`config.mk`:
```
export PLATFORM = sky130hd
export DESIGN_NAME = icl_interrupt_control
export DESIGN_NICKNAME = d
export VERILOG_FILES = /design/src/icl_pkg.sv /design/src/icl_interrupt_control.sv
export VERILOG_INCLUDE_DIRS = /design/src
export SDC_FILE = /design/constraint.sdc
export NUM_CORES = 1
export LEC_CHECK = 0
export ABC_AREA = 1
export BUFFER_PORTS_ARGS = -buffer_cell sky130_fd_sc_hd__buf_2
export CAP_MARGIN = 40
export CORE_MARGIN = 3
export CORE_UTILIZATION = 52
export CTS_CLUSTER_SIZE = 12
export DETAILED_ROUTE_END_ITERATION = 8
export GPL_TIMING_DRIVEN = 0
export HOLD_SLACK_MARGIN = 0.12
export MAX_ROUTING_LAYER = met4
export PLACE_DENSITY_LB_ADDON = 0.08
export SYNTH_ARGS = -nofsm -noshare
export SYNTH_HDL_FRONTEND = slang
export SYNTH_SLANG_ARGS = --single-unit
```
`constraint.sdc`:
```
create_clock -name clk -period 1.8 [get_ports clk]
set_input_delay 0.18 -clock clk [delete_from_list [all_inputs] [get_ports clk]]
set_output_delay 0.18 -clock clk [all_outputs]
set_load 0.02 [all_outputs]
```
`src/icl_defines.svh`:
```
`ifndef ICL_DEFINES_SVH
`define ICL_DEFINES_SVH
// ---------------------------------------------------------------
// register offsets
// ---------------------------------------------------------------
`define ICL_OFF_CTRL 8'h00
`define ICL_OFF_PEN_A 8'h01
`define ICL_OFF_PEN_B 8'h02
`define ICL_OFF_PFLG_A 8'h03
`define ICL_OFF_PFLG_B 8'h04
`define ICL_OFF_PCHG 8'h05
`define ICL_OFF_OPT 8'h06
`define ICL_OFF_STATE 8'h07
// ---------------------------------------------------------------
// control and option register bit positions
// ---------------------------------------------------------------
`define ICL_B_GIE 7
`define ICL_B_PERIPHERAL_GROUP_ENABLE 6
`define ICL_B_T0IE 5
`define ICL_B_EXTIE 4
`define ICL_B_CHGIE 3
`define ICL_B_T0IF 2
`define ICL_B_EXTIF 1
`define ICL_B_CHGIF 0
`define ICL_B_EDGE 6
// ---------------------------------------------------------------
// reset values and fixed numbers
// ---------------------------------------------------------------
`define ICL_RST_REG 8'h00
`define ICL_RST_OPT 8'h40
`define ICL_VECTOR 15'h0004
`define ICL_Q_LAST 2'h3
`endif

```
`src/icl_pkg.sv`:
```
package icl_pkg;
   // entry sequencer states
   typedef enum logic [1:0] {
      ICL_IDLE = 2'b00,
      ICL_FLUSH = 2'b01,
      ICL_VEC = 2'b10
   } icl_state_e;
   // register bus request
   typedef struct packed {
      logic [7:0] addr;
      logic [7:0] wdata;
      logic wr;
      logic rd;
   } icl_bus_s;
   // commands toward the core
   typedef struct packed {
      logic flush;
      logic push_pc;
      logic save_ctx;
      logic load_vec;
      logic restore_ctx;
      logic pop_pc;
   } icl_core_cmd_s;
endpackage

```
`src/icl_interrupt_control.sv`:
```
// The address-and-strobe port and the placing of the registers were left to the implementer.
`timescale 1ns/10ps
`default_nettype none
`include "icl_defines.svh"
module icl_interrupt_control
   import icl_pkg::*;
#(
   parameter int NUM_PCHG = 6 // interrupt-on-change pins
) (
   input wire logic clk,
   input wire logic rst,
   input wire icl_bus_s bus,
   output logic [7:0] rdata,
   input wire logic ext_pin, // external interrupt pin, asynchronous
   input wire logic t0_ovf, // timer0 overflow pulse
   input wire logic [NUM_PCHG-1:0] pchg_evt, // pin change pulses
   input wire logic [7:0] pevt_a, // peripheral group a pulses
   input wire logic [4:0] pevt_b, // peripheral group b pulses
   input wire logic [7:0] wake_ok_a, // group a sources that run asleep
   input wire logic [4:0] wake_ok_b, // group b sources that run asleep
   input wire logic q_phase_en, // one pulse per quarter phase
   input wire logic [1:0] q_phase, // current quarter, 0 is Q1
   input wire logic instr_boundary, // pulse at Q1 of a new fetch
   input wire logic sleeping, // core is in sleep
   input wire logic return_from_isr_exec, // return-from-isr executing
   output icl_core_cmd_s core_cmd,
   output logic [14:0] vector_addr,
   output logic wake,
   output logic irq_pending
);
   // ---------------------------------------------------------------
   // registers
   // ---------------------------------------------------------------
   logic [7:0] ctrl; // enables and flags
   logic [7:0] pen_a; // group a enables
   logic [4:0] pen_b; // group b enables
   logic [7:0] pflg_a; // group a flags
   logic [4:0] pflg_b; // group b flags
   logic [NUM_PCHG-1:0] pchg; // per-pin change flags
   logic edge_rise; // edge select
   icl_state_e state;
   logic ext_s1, ext_s2, ext_s3; // pin synchroniser and history
   logic [NUM_PCHG-1:0] next_pchg; // pin change flags after this cycle
   logic ext_edge_seen; // edge latched until sampling window
   logic req_q1; // request sampled at Q1
   logic wake_pend; // wake taken, one instruction still to run
   // write decode helper used for several registers
   function automatic logic hit(input icl_bus_s b, input logic [7:0] off);
      hit = b.wr && (b.addr == off);
   endfunction

   // ---------------------------------------------------------------
   // external pin edge detection
   // ---------------------------------------------------------------
   // asynchronous pin, edge detect
   // two flops before any logic reads the pin
   always_ff @(posedge clk or posedge rst) begin
      if (rst) begin
         ext_s1 <= 1'b0;
         ext_s2 <= 1'b0;
         ext_s3 <= 1'b0;
      end else begin
         ext_s1 <= ext_pin;
         ext_s2 <= ext_s1;
         ext_s3 <= ext_s2;
      end
   end
   logic ext_edge;
   assign ext_edge = edge_rise ? (ext_s2 & ~ext_s3) : (~ext_s2 & ext_s3);
   logic ext_window; // Q4 or Q1
   assign ext_window = (q_phase == `ICL_Q_LAST) || (q_phase == 2'h0);
   // edge held until the flag may be set; asynchronous arrival
   // therefore costs up to two extra cycles of latency
   always_ff @(posedge clk or posedge rst) begin
      if (rst) begin
         ext_edge_seen <= 1'b0;
      end else if (ext_edge && !ext_window) begin
         ext_edge_seen <= 1'b1;
      end else if (ext_window) begin
         ext_edge_seen <= 1'b0;
      end
   end
   logic ext_set;
   assign ext_set = ext_window && (ext_edge || ext_edge_seen);

   // ---------------------------------------------------------------
   // control register: enables, flags, global enable
   // ---------------------------------------------------------------
   logic take; // entry accepted this cycle
   logic [7:0] next_ctrl;
   always_comb begin
      next_ctrl = ctrl;
      if (hit(bus, `ICL_OFF_CTRL)) begin
         next_ctrl[7:1] = bus.wdata[7:1];
      end
      if (t0_ovf) begin
         next_ctrl[`ICL_B_T0IF] = 1'b1;
      end
      if (ext_set) begin
         next_ctrl[`ICL_B_EXTIF] = 1'b1;
      end
      next_ctrl[`ICL_B_CHGIF] = |next_pchg;
      if (take) begin
         next_ctrl[`ICL_B_GIE] = 1'b0;
      end
      if (return_from_isr_exec) begin
         next_ctrl[`ICL_B_GIE] = 1'b1;
      end
   end
   always_comb begin
      next_pchg = pchg;
      if (hit(bus, `ICL_OFF_PCHG)) begin
         next_pchg = pchg & bus.wdata[NUM_PCHG-1:0];
      end
      // set wins over a clear in the same cycle
      next_pchg = next_pchg | pchg_evt;
   end
   always_ff @(posedge clk or posedge rst) begin
      if (rst) begin
         ctrl <= `ICL_RST_REG;
         pchg <= '0;
      end else begin
         ctrl <= next_ctrl;
         pchg <= next_pchg;
      end
   end

   // ---------------------------------------------------------------
   // peripheral enables, flags, option
   // ---------------------------------------------------------------
   always_ff @(posedge clk or posedge rst) begin
      if (rst) begin
         pen_a <= `ICL_RST_REG;
         pen_b <= 5'h0_0;
         edge_rise <= 1'(`ICL_RST_OPT >> `ICL_B_EDGE);
      end else begin
         if (hit(bus, `ICL_OFF_PEN_A)) begin
            pen_a <= bus.wdata;
         end
         if (hit(bus, `ICL_OFF_PEN_B)) begin
            pen_b <= bus.wdata[7:3];
         end
         if (hit(bus, `ICL_OFF_OPT)) begin
            edge_rise <= bus.wdata[`ICL_B_EDGE];
         end
      end
   end
   always_ff @(posedge clk or posedge rst) begin
      if (rst) begin
         pflg_a <= `ICL_RST_REG;
         pflg_b <= 5'h0_0;
      end else begin
         pflg_a <= (hit(bus, `ICL_OFF_PFLG_A) ? bus.wdata : pflg_a) | pevt_a;
         pflg_b <= (hit(bus, `ICL_OFF_PFLG_B) ? bus.wdata[7:3] : pflg_b) | pevt_b;
      end
   end

   // ---------------------------------------------------------------
   // request formation
   // ---------------------------------------------------------------
   logic core_req, periph_req, req_raw;
   assign core_req = (ctrl[`ICL_B_T0IE] & ctrl[`ICL_B_T0IF])
      | (ctrl[`ICL_B_EXTIE] & ctrl[`ICL_B_EXTIF])
      | (ctrl[`ICL_B_CHGIE] & ctrl[`ICL_B_CHGIF]);
   assign periph_req = ctrl[`ICL_B_PERIPHERAL_GROUP_ENABLE] & (|(pen_a & pflg_a) | |(pen_b & pflg_b));
   assign req_raw = core_req | periph_req;
   assign irq_pending = req_raw;

   always_ff @(posedge clk or posedge rst) begin
      if (rst) begin
         req_q1 <= 1'b0;
      end else if (q_phase_en && q_phase == 2'h0) begin
         req_q1 <= req_raw;
      end
   end

   // ---------------------------------------------------------------
   // wake from sleep
   // ---------------------------------------------------------------
   logic wake_src;
   assign wake_src = (ctrl[`ICL_B_EXTIE] & ctrl[`ICL_B_EXTIF])
      | (ctrl[`ICL_B_CHGIE] & ctrl[`ICL_B_CHGIF])
      | (ctrl[`ICL_B_PERIPHERAL_GROUP_ENABLE] & (|(pen_a & pflg_a & wake_ok_a)
      | |(pen_b & pflg_b & wake_ok_b)));
   assign wake = sleeping & wake_src;
   always_ff @(posedge clk or posedge rst) begin
      if (rst) begin
         wake_pend <= 1'b0;
      end else if (wake) begin
         wake_pend <= 1'b1;
      end else if (instr_boundary) begin
         wake_pend <= 1'b0;
      end
   end

   // ---------------------------------------------------------------
   // entry sequencer
   // ---------------------------------------------------------------
   // ignored while global clear
   // taken at any fetch boundary not in sleep, wake_pend or a return, instruction length ignored
   assign take = (state == ICL_IDLE) && instr_boundary && req_q1
      && ctrl[`ICL_B_GIE] && !sleeping && !wake_pend && !return_from_isr_exec;
   always_ff @(posedge clk or posedge rst) begin
      if (rst) begin
         state <= ICL_IDLE;
      end else begin
         case (state)
            ICL_IDLE: begin
               if (take) begin
                  state <= ICL_FLUSH;
               end
            end
            ICL_FLUSH: begin
               if (instr_boundary) begin
                  state <= ICL_VEC;
               end
            end
            ICL_VEC: begin
               state <= ICL_IDLE;
            end
            default: begin
               state <= ICL_IDLE;
            end
         endcase
      end
   end
   // Q1 sample, flush cycle, vector: 9-12 clocks from a synchronous request to load_vec
   // entry and return commands; the core saves W, status, bank, fsr, pclath
   always_ff @(posedge clk or posedge rst) begin
      if (rst) begin
         core_cmd <= '0;
         vector_addr <= '0;
      end else begin
         core_cmd.flush <= take;
         core_cmd.push_pc <= take;
         core_cmd.save_ctx <= take;
         core_cmd.load_vec <= (state == ICL_FLUSH) && instr_boundary;
         core_cmd.restore_ctx <= return_from_isr_exec;
         core_cmd.pop_pc <= return_from_isr_exec;
         vector_addr <= `ICL_VECTOR;
      end
   end

   // ---------------------------------------------------------------
   // read port
   // ---------------------------------------------------------------
   always_ff @(posedge clk or posedge rst) begin
      if (rst) begin
         rdata <= '0;
      end else if (bus.rd) begin
         case (bus.addr)
            `ICL_OFF_CTRL: rdata <= ctrl;
            `ICL_OFF_PEN_A: rdata <= pen_a;
            `ICL_OFF_PEN_B: rdata <= {pen_b, 3'h0};
            `ICL_OFF_PFLG_A: rdata <= pflg_a;
            `ICL_OFF_PFLG_B: rdata <= {pflg_b, 3'h0};
            `ICL_OFF_PCHG: rdata <= 8'(pchg);
            `ICL_OFF_OPT: rdata <= {1'b0, edge_rise, 6'h0};
            `ICL_OFF_STATE: rdata <= {5'h0, wake_pend, 2'(state)};
            default: rdata <= 8'h00;
         endcase
      end else begin
         rdata <= 8'h00;
      end
   end

   // ---------------------------------------------------------------
   // assertions
   // ---------------------------------------------------------------
   property p_rst_disabled;
      @(posedge clk) $fell(rst) |-> !ctrl[`ICL_B_GIE];
   endproperty
   a_rst_disabled: assert property (p_rst_disabled) else $error("gie set after reset");
   property p_take_gated;
      @(posedge clk) disable iff (rst) take |-> ctrl[`ICL_B_GIE] && req_q1;
   endproperty
   a_take_gated: assert property (p_take_gated) else $error("entry without enable");
   property p_t0_flag;
      @(posedge clk) disable iff (rst) t0_ovf |=> ctrl[`ICL_B_T0IF];
   endproperty
   a_t0_flag: assert property (p_t0_flag) else $error("flag not set");
   property p_entry;
      @(posedge clk) disable iff (rst) take && !return_from_isr_exec |=>
         !ctrl[`ICL_B_GIE] && core_cmd.flush && core_cmd.push_pc && core_cmd.save_ctx;
   endproperty
   a_entry: assert property (p_entry) else $error("entry actions missing");
   property p_vec;
      @(posedge clk) disable iff (rst) core_cmd.load_vec |-> vector_addr == `ICL_VECTOR;
   endproperty
   a_vec: assert property (p_vec) else $error("wrong vector");
   property p_no_vec_in_isr;
      @(posedge clk) disable iff (rst) !ctrl[`ICL_B_GIE] |-> !take;
   endproperty
   a_no_vec_in_isr: assert property (p_no_vec_in_isr) else $error("vector with gie clear");
   property p_ret;
      @(posedge clk) disable iff (rst) return_from_isr_exec |=>
         ctrl[`ICL_B_GIE] && core_cmd.pop_pc && core_cmd.restore_ctx;
   endproperty
   a_ret: assert property (p_ret) else $error("return incomplete");
   property p_chg_summary;
      @(posedge clk) disable iff (rst) ##1 ctrl[`ICL_B_CHGIF] == (|pchg);
   endproperty
   a_chg_summary: assert property (p_chg_summary) else $error("summary mismatch");
endmodule
`default_nettype wire

```
==> results.md, run 1 <==
- GRT Residual Overflow: 0
- Final min period: between 1500 and 2000 ps
- Flops & latches, synth: ~60
- WHS: ~150 ps
- Reg2reg start: pflg_b[4]
- Crit. End Element: output pin
- First-pass GRT wire length: approximately 15 mm
- Via Count: approximately 3200
- Cell count after synthesis: 404
- DR vias/cell: between 5 and 6
- Dominant cells by area after synthesis: dfrtp_1 (47%), nand2_1 (15%), nand3_1 (5.8%)
- CTS buffer count: 9
- Worst path cell trace: nand3_1 -> nand2_1 -> inv_1 -> nand2_1 -> nor2_1 -> nand2_1 -> nand2_1 -> nand2_2 -> nand2_2 -> inv_2 -> buf_6
- Cell mode on critical path: nand2_1
- Worst Tran Pin Value: between 500 and 600 ps
- Rel. slew slack: 0.643
- Crit start category: flip-flop
- Combinational share of power: 0.129
- Routed WL per cell: 14.6 um
- Inserted Diodes: 0
- Port bufs: 76
- Hold EP: pen_a[1]
- Peak VDD IR: between 0.6 and 0.7 mV
- Std cell rows: 27
- Reg power frac: 0.445
- Nets: roughly 600
- FF-to-FF End: pflg_b[4]
- Max Clk Rate: about 570 MHz
- Max cap viols: 0
- Setup CP Type: reg2out
- Slew Limit Fails: 0
- Number of global-route vias before repair: 3041
- CP arrival: approximately 1600 ps
- Synth unique cells: 31
- Initial antenna violation count: 0
- Clock Path Buffers: 2
- R2R depth: 3
- Final Total Pwr: 3.26 mW
- HP Class: in2reg
- Proportion of power drawn by the clock network: 0.426
- I/O pins: 91
- Outcome: complete, no violations
- Data required time of the worst path: roughly 1600 ps
- RSZ-0062 raised after global routing: yes
- Die ar.: between 7000 and 8000 um^2
- Crit path largest cell delay: 430 ps
- Final setup viols: 0
- Total track usage: 0.276
- Residual DRC: 0
- Most frequent cells in the layout: nand2_1 (127), buf_2 (77), dfrtp_1 (60)
- Post-synthesis sequential area ratio: 0.481
- Reg clk slew, reported paths: approximately 70 ps
- Clock sinks: 61
- Post-synth top area cell: dfrtp_1
- TritonCTS clock tree: yes
- GPL Wtd Cong: roughly 0.94
- YS warnings: 0
- Layout cell share with drive strength beyond 1: 0.264
- Hold_sp: bus[3]
- HPWL after detailed placement: 6.40 mm
- Chip width: roughly 84 um
- Final Skew: between 6 and 7 ps
- Antenna Nets Post-Route: 0
- Yosys top cell area share: 0.473
- DP Area: ~3700 um^2
- CP max stage cell: dfrtp_1
- Crit-path max FO: 4
- Switching part of the total: 0.247
- Clk root buf: clkbuf_8
- Fin cells: around 600
- Hold violation count in the final report: 0
- Core outline area: between 5000 and 6000 um^2
- Worst reg-to-reg setup slack: ~450 ps
- Post-route clock period utilization: 0.976
- Static Leak: 2.24 nW
- Initial Utilization: 0.556
- Final setup TNS: 0 ps
- Synth Cell Area: roughly 3200 um^2
- Internal Pwr Total: roughly 2.5 mW
- Mean post-synth cell area: 7.86 um^2
- P_sw: a little over 0.8 mW
- CTS H-Tree Depth: 3
- Power per cell area: around 750 nW/um^2
- DP Cell Count: 566
- Iteration-0 DRC Markers: 252
- P&R area growth vs syn: 36.0%
- Largest net degree at the start of global routing: 40
- Hold Path Stages: 3
- Routed wire length: 9.00 mm
- Clk_lat worst skew: around 350 ps
- Final instance area: approximately 4300 um^2
- Commonest non-fill, non-tap cell in the layout: nand2_1
- Die Y: ~84 um
- DRT Pass-1 Iters: 5
timing repair:
action | CTS | global route
setup endpoints to repair | 0 | 8
hold buffers | 33 | 0
endpoints found under the hold margin | 52 | 0
buffers inserted | 0 | 3
gates resized for setup | 0 | 9
state kept, by name, indices dropped and copies added (netlist names), 2 cells and up:
register  flops
core_cmd      3
ctrl          8
pchg          6
pen_a         8
pen_b         5
pflg_a        8
pflg_b        5
rdata         8
state         2
area by class of cell:
cell class | instances | area, um^2
Buffer | 23 | 179
Clock buffer | 12 | 155
Clock inverter | 4 | 70.1
Fill cell | 473 | 1390
Inverter | 37 | 139
Multi-Input combinational cell | 296 | 1400
Sequential cell | 61 | 1530
Tap cell | 72 | 90.1
Timing Repair Buffer | 113 | 759
per-stage QoR:
step | setup slack, ps | util
global placement | -635 | 0.647
global route | -66.9 | 0.756
floorplan | 109 | -
finish | 42.3 | 0.756
detailed placement | 237 | 0.651
CTS | 14.5 | 0.748
power by group through the flow:
stage,Sequential [mW],Clock [mW],Combinational [mW]
2_1_floorplan,1.47,0,0.220
3_3_place_gp,1.47,0,0.352
3_5_place_dp,1.47,0,0.363
4_1_cts,1.45,1.41,0.410
5_1_grt,1.45,1.46,0.469
6_report,1.45,1.39,0.419
worst max-delay path: cells and delay by family, from the launching register on:
family                 cells  cell delay (ps)
flip-flops                 1              430
AND/OR/NAND/NOR            8              580
buffers and inverters      3              210
cell usage after synthesis:
library cell	number
buf_2	2
a22o_1	1
a21oi_2	2
dfrtp_1	60
buf_4	19
nand2_4	4
a31oi_1	1
nor2_4	1
nor2_1	30
conb_1	2
nor3_4	2
inv_1	33
a21oi_1	15
o22ai_1	1
nand2_2	1
buf_6	2
nand3b_1	6
nand2_1	130
nor2_2	3
nor3_1	9
o211ai_1	1
inv_2	4
nand3_1	37
dfstp_2	1
nand3_4	1
ha_1	1
o21ai_0	10
o21bai_1	1
o21ai_1	19
o31ai_1	1
nand4_1	4
kinds of logic after synthesis:
group | Yosys count | synth area share
AND/OR/NAND/NOR | 228 | 0.325
flip-flops | 61 | 0.481
buffers and inverters | 60 | 0.0989
AO/OA/AOI/OAI | 52 | 0.0887
other | 2 | 0.00236
adder cells (fa/ha/maj) | 1 | 0.00394
how the worst max path moves through the flow:
stage / slack [ps] / cells after the start / from / endpoint
6_report: 40 / 11 / pen_a[1] / wake
5_1_grt: -70 / 11 / pen_a[0] / wake
4_1_cts: 10 / 11 / pen_a[0] / wake
3_5_place_dp: 240 / 8 / bus[17] / pflg_a[6]
3_3_place_gp: -630 / 2 / rst / pen_a[6]
2_1_floorplan: 110 / 1 / rst / core_cmd[0]
routing by layer:
metal | vias to the layer above | global-route usage | routed length, um
met4 | 0 | 0.0819 | 171
li1 | 1549 | - | -
met1 | 1474 | 0.375 | 3990
met3 | 17 | 0.0608 | 668
met2 | 135 | 0.418 | 4180
met5 | - | - | 0
No activity file was read; power rests on OpenSTA's default activity.
==> run 2: changes to the inputs <==
--- a/config.mk
+++ b/config.mk
@@ -9,7 +9,6 @@
 export ABC_AREA = 1
 export BUFFER_PORTS_ARGS = -buffer_cell sky130_fd_sc_hd__buf_2
 export CAP_MARGIN = 40
-export CORE_MARGIN = 3
 export CORE_UTILIZATION = 52
 export CTS_CLUSTER_SIZE = 12
 export DETAILED_ROUTE_END_ITERATION = 8
@@ -17,6 +16,7 @@
 export HOLD_SLACK_MARGIN = 0.12
 export MAX_ROUTING_LAYER = met4
 export PLACE_DENSITY_LB_ADDON = 0.08
+export RECOVER_POWER = 100
 export SYNTH_ARGS = -nofsm -noshare
 export SYNTH_HDL_FRONTEND = slang
 export SYNTH_SLANG_ARGS = --single-unit
==> run 2 against run 1 <==
  * Worst hold slack worse by 31 ps
  * Sequential power about the same
  * Global-route usage up 1.9 points
==> results.md, run 2 (synthesis gave the netlist of run 1 again) <==
- Reg clk slew, reported paths: 70 ps (about the same)
- Clk root buf: clkbuf_8
- Final Total Pwr: 3.07 mW (-5.7%)
- Final min period: 1770 ps (+8.28 ps)
- DP Cell Count: 569 (+0.53%)
- Final core occ: 0.699 (-0.0577)
- Nets: 596 (-1.0%)
- Hold_sp: bus[9]
- Iteration-0 DRC Markers: 210 (-17%)
- Port bufs: 76 (unchanged)
- Reg2reg start: pflg_b[2]
- Final setup TNS: 0 ps (unchanged)
- CTS buffer count: 9 (unchanged)
- Hold violation count in the final report: 0 (unchanged)
- Clock Path Buffers: 2 (unchanged)
- Die Y: 80.1 um (-4.8%)
- Std cell rows: 28 (+3.7%)
- DRT Pass-1 Iters: 5 (unchanged)
- WHS: 119 ps (-31.1 ps)
- CP arrival: 1590 ps (about the same)
- I/O pins: 91 (unchanged)
- Max Clk Rate: 566 MHz (-0.47%)
- Crit start category: flip-flop
- Post-route clock period utilization: 0.981 (+0.00460)
- Crit. End Element: output pin
- TritonCTS clock tree: yes
- Fin cells: 614 (-0.65%)
- Clock sinks: 61 (unchanged)
- Peak VDD IR: 0.524 mV (-17%)
- R2R depth: 3 (unchanged)
- First-pass GRT wire length: 13.6 mm (-9.1%)
- P&R area growth vs syn: 30.3%
- Data required time of the worst path: 1620 ps (about the same)
- Initial Utilization: 0.536 (-0.0199)
- Largest net degree at the start of global routing: 37 (-7.5%)
- Crit path launch: pen_a[1]
- Final Skew: 7.79 ps (+1.61 ps)
- Outcome: complete, no violations
- Worst reg-to-reg setup slack: 470 ps (+20 ps)
- Max cap viols: 0 (unchanged)
- Crit-path max FO: 4 (unchanged)
- GRT Residual Overflow: 0 (unchanged)
- Residual DRC: 0 (unchanged)
- HPWL after detailed placement: 6.34 mm (-0.88%)
- Setup CP Type: reg2out
- Core outline area: 5920 um^2 (+3.7%)
- Worst Tran Pin Value: 998 ps (+464 ps)
- Total track usage: 0.295 (+0.0189)
- Pre-CTS setup slack: 233 ps (-3.72 ps)
- Routed WL per cell: 14.0 um (-4.2%)
- Routed wire length: 8.57 mm (-4.8%)
- Most frequent cells in the layout: nand2_1 (127), dfrtp_1 (60), buf_2 (57)
- Number of global-route vias before repair: 2935 (-3.5%)
- GPL Wtd Cong: 0.960 (+2.3%)
- Chip width: 80.1 um (-4.8%)
- Final setup viols: 0 (unchanged)
- Final WS setup: 34.1 ps (-8.28 ps)
- Hold Path Stages: 3 (unchanged)
- Die ar.: 6420 um^2 (-9.3%)
- DR vias/cell: 5.11 (-0.62%)
- Initial antenna violation count: 0 (unchanged)
- Commonest non-fill, non-tap cell in the layout: nand2_1
- Rel. slew slack: 0.334 (-0.309)
- Clk_lat worst skew: 340 ps (about the same)
- Antenna Nets Post-Route: 0 (unchanged)
- Inserted Diodes: 0 (unchanged)
- Hold EP: pflg_b[4]
- RSZ-0062 raised after global routing: yes
- Final instance area: 4140 um^2 (-4.2%)
- Layout cell share with drive strength beyond 1: 0.206 (-0.0578)
- Slew Limit Fails: 0 (unchanged)
- Via Count: 3135 (-1.3%)
- FF-to-FF End: pflg_b[2]
- CTS H-Tree Depth: 3 (unchanged)
- Power per cell area: 742 nW/um^2 (-1.6%)
- Static Leak: 2.10 nW (-6.4%)
- HP Class: in2reg
- DP Area: 3720 um^2 (+0.10%)
-- run 2: cell types whose count changed in the layout (fill, tap and decap cells not counted), moves of 4 or more --
| cell | delta |
|---|---|
| buf_2 | -20 |
| clkbuf_1 | +22 |
| dlygate4sd3_1 | -4 |
| o21ai_0 | +6 |
| o21ai_1 | -6 |
-- run 2: how the worst max path moves through the flow --
stage / end / cells past startpoint
after global placement: pflg_a[6] / 2
after global routing: pen_a[7] / 7
final: wake / 11
after floorplan: core_cmd[0] / 1
after CTS: wake / 11
after detailed placement: pflg_a[6] / 8
-- run 2: final cells by class --
class | count | area, um^2
Sequential cell | 61 | 1530
Timing Repair Buffer | 107 | 672
Clock buffer | 14 | 163
Buffer | 23 | 161
Inverter | 37 | 139
Multi-Input combinational cell | 296 | 1350
Tap cell | 75 | 93.8
Clock inverter | 1 | 30.0
Fill cell | 506 | 1780
-- run 2: report_power, final --
part | switching, mW | internal [mW] | total (mW)
combinational | 0.227 | 0.178 | 0.405
sequential | 0.0345 | 1.41 | 1.45
clock | 0.506 | 0.710 | 1.22
total | 0.767 | 2.30 | 3.07
-- run 2: timing repair --
action / in CTS / in global routing
hold endpoints to repair: 52 / 0
buffers inserted: 0 / 1
setup endpoints to repair: 0 / 3
hold buffers: 29 / 0
resized for setup: 0 / 7
-- run 2: critical path: stages, from the launching register on --
cell     delay, ps
dfrtp_1        430
nand3_1        100
nand2_1         60
inv_1           50
nand2_1         50
nor2_1         100
nand2_1         70
nand2_2         90
nand2_2         70
nand2_2         80
inv_2           40
buf_6          120
-- run 2: layer usage --
metal  track usage  part of all wire  up-vias  wire length (um)
met3        0.0432             0.052       14               448
met5             -                 0        -                 0
met4         0.102             0.015        0               128
met1         0.393              0.46     1476              3960
li1              -                 -     1532                 -
met2         0.463              0.47      113              4040
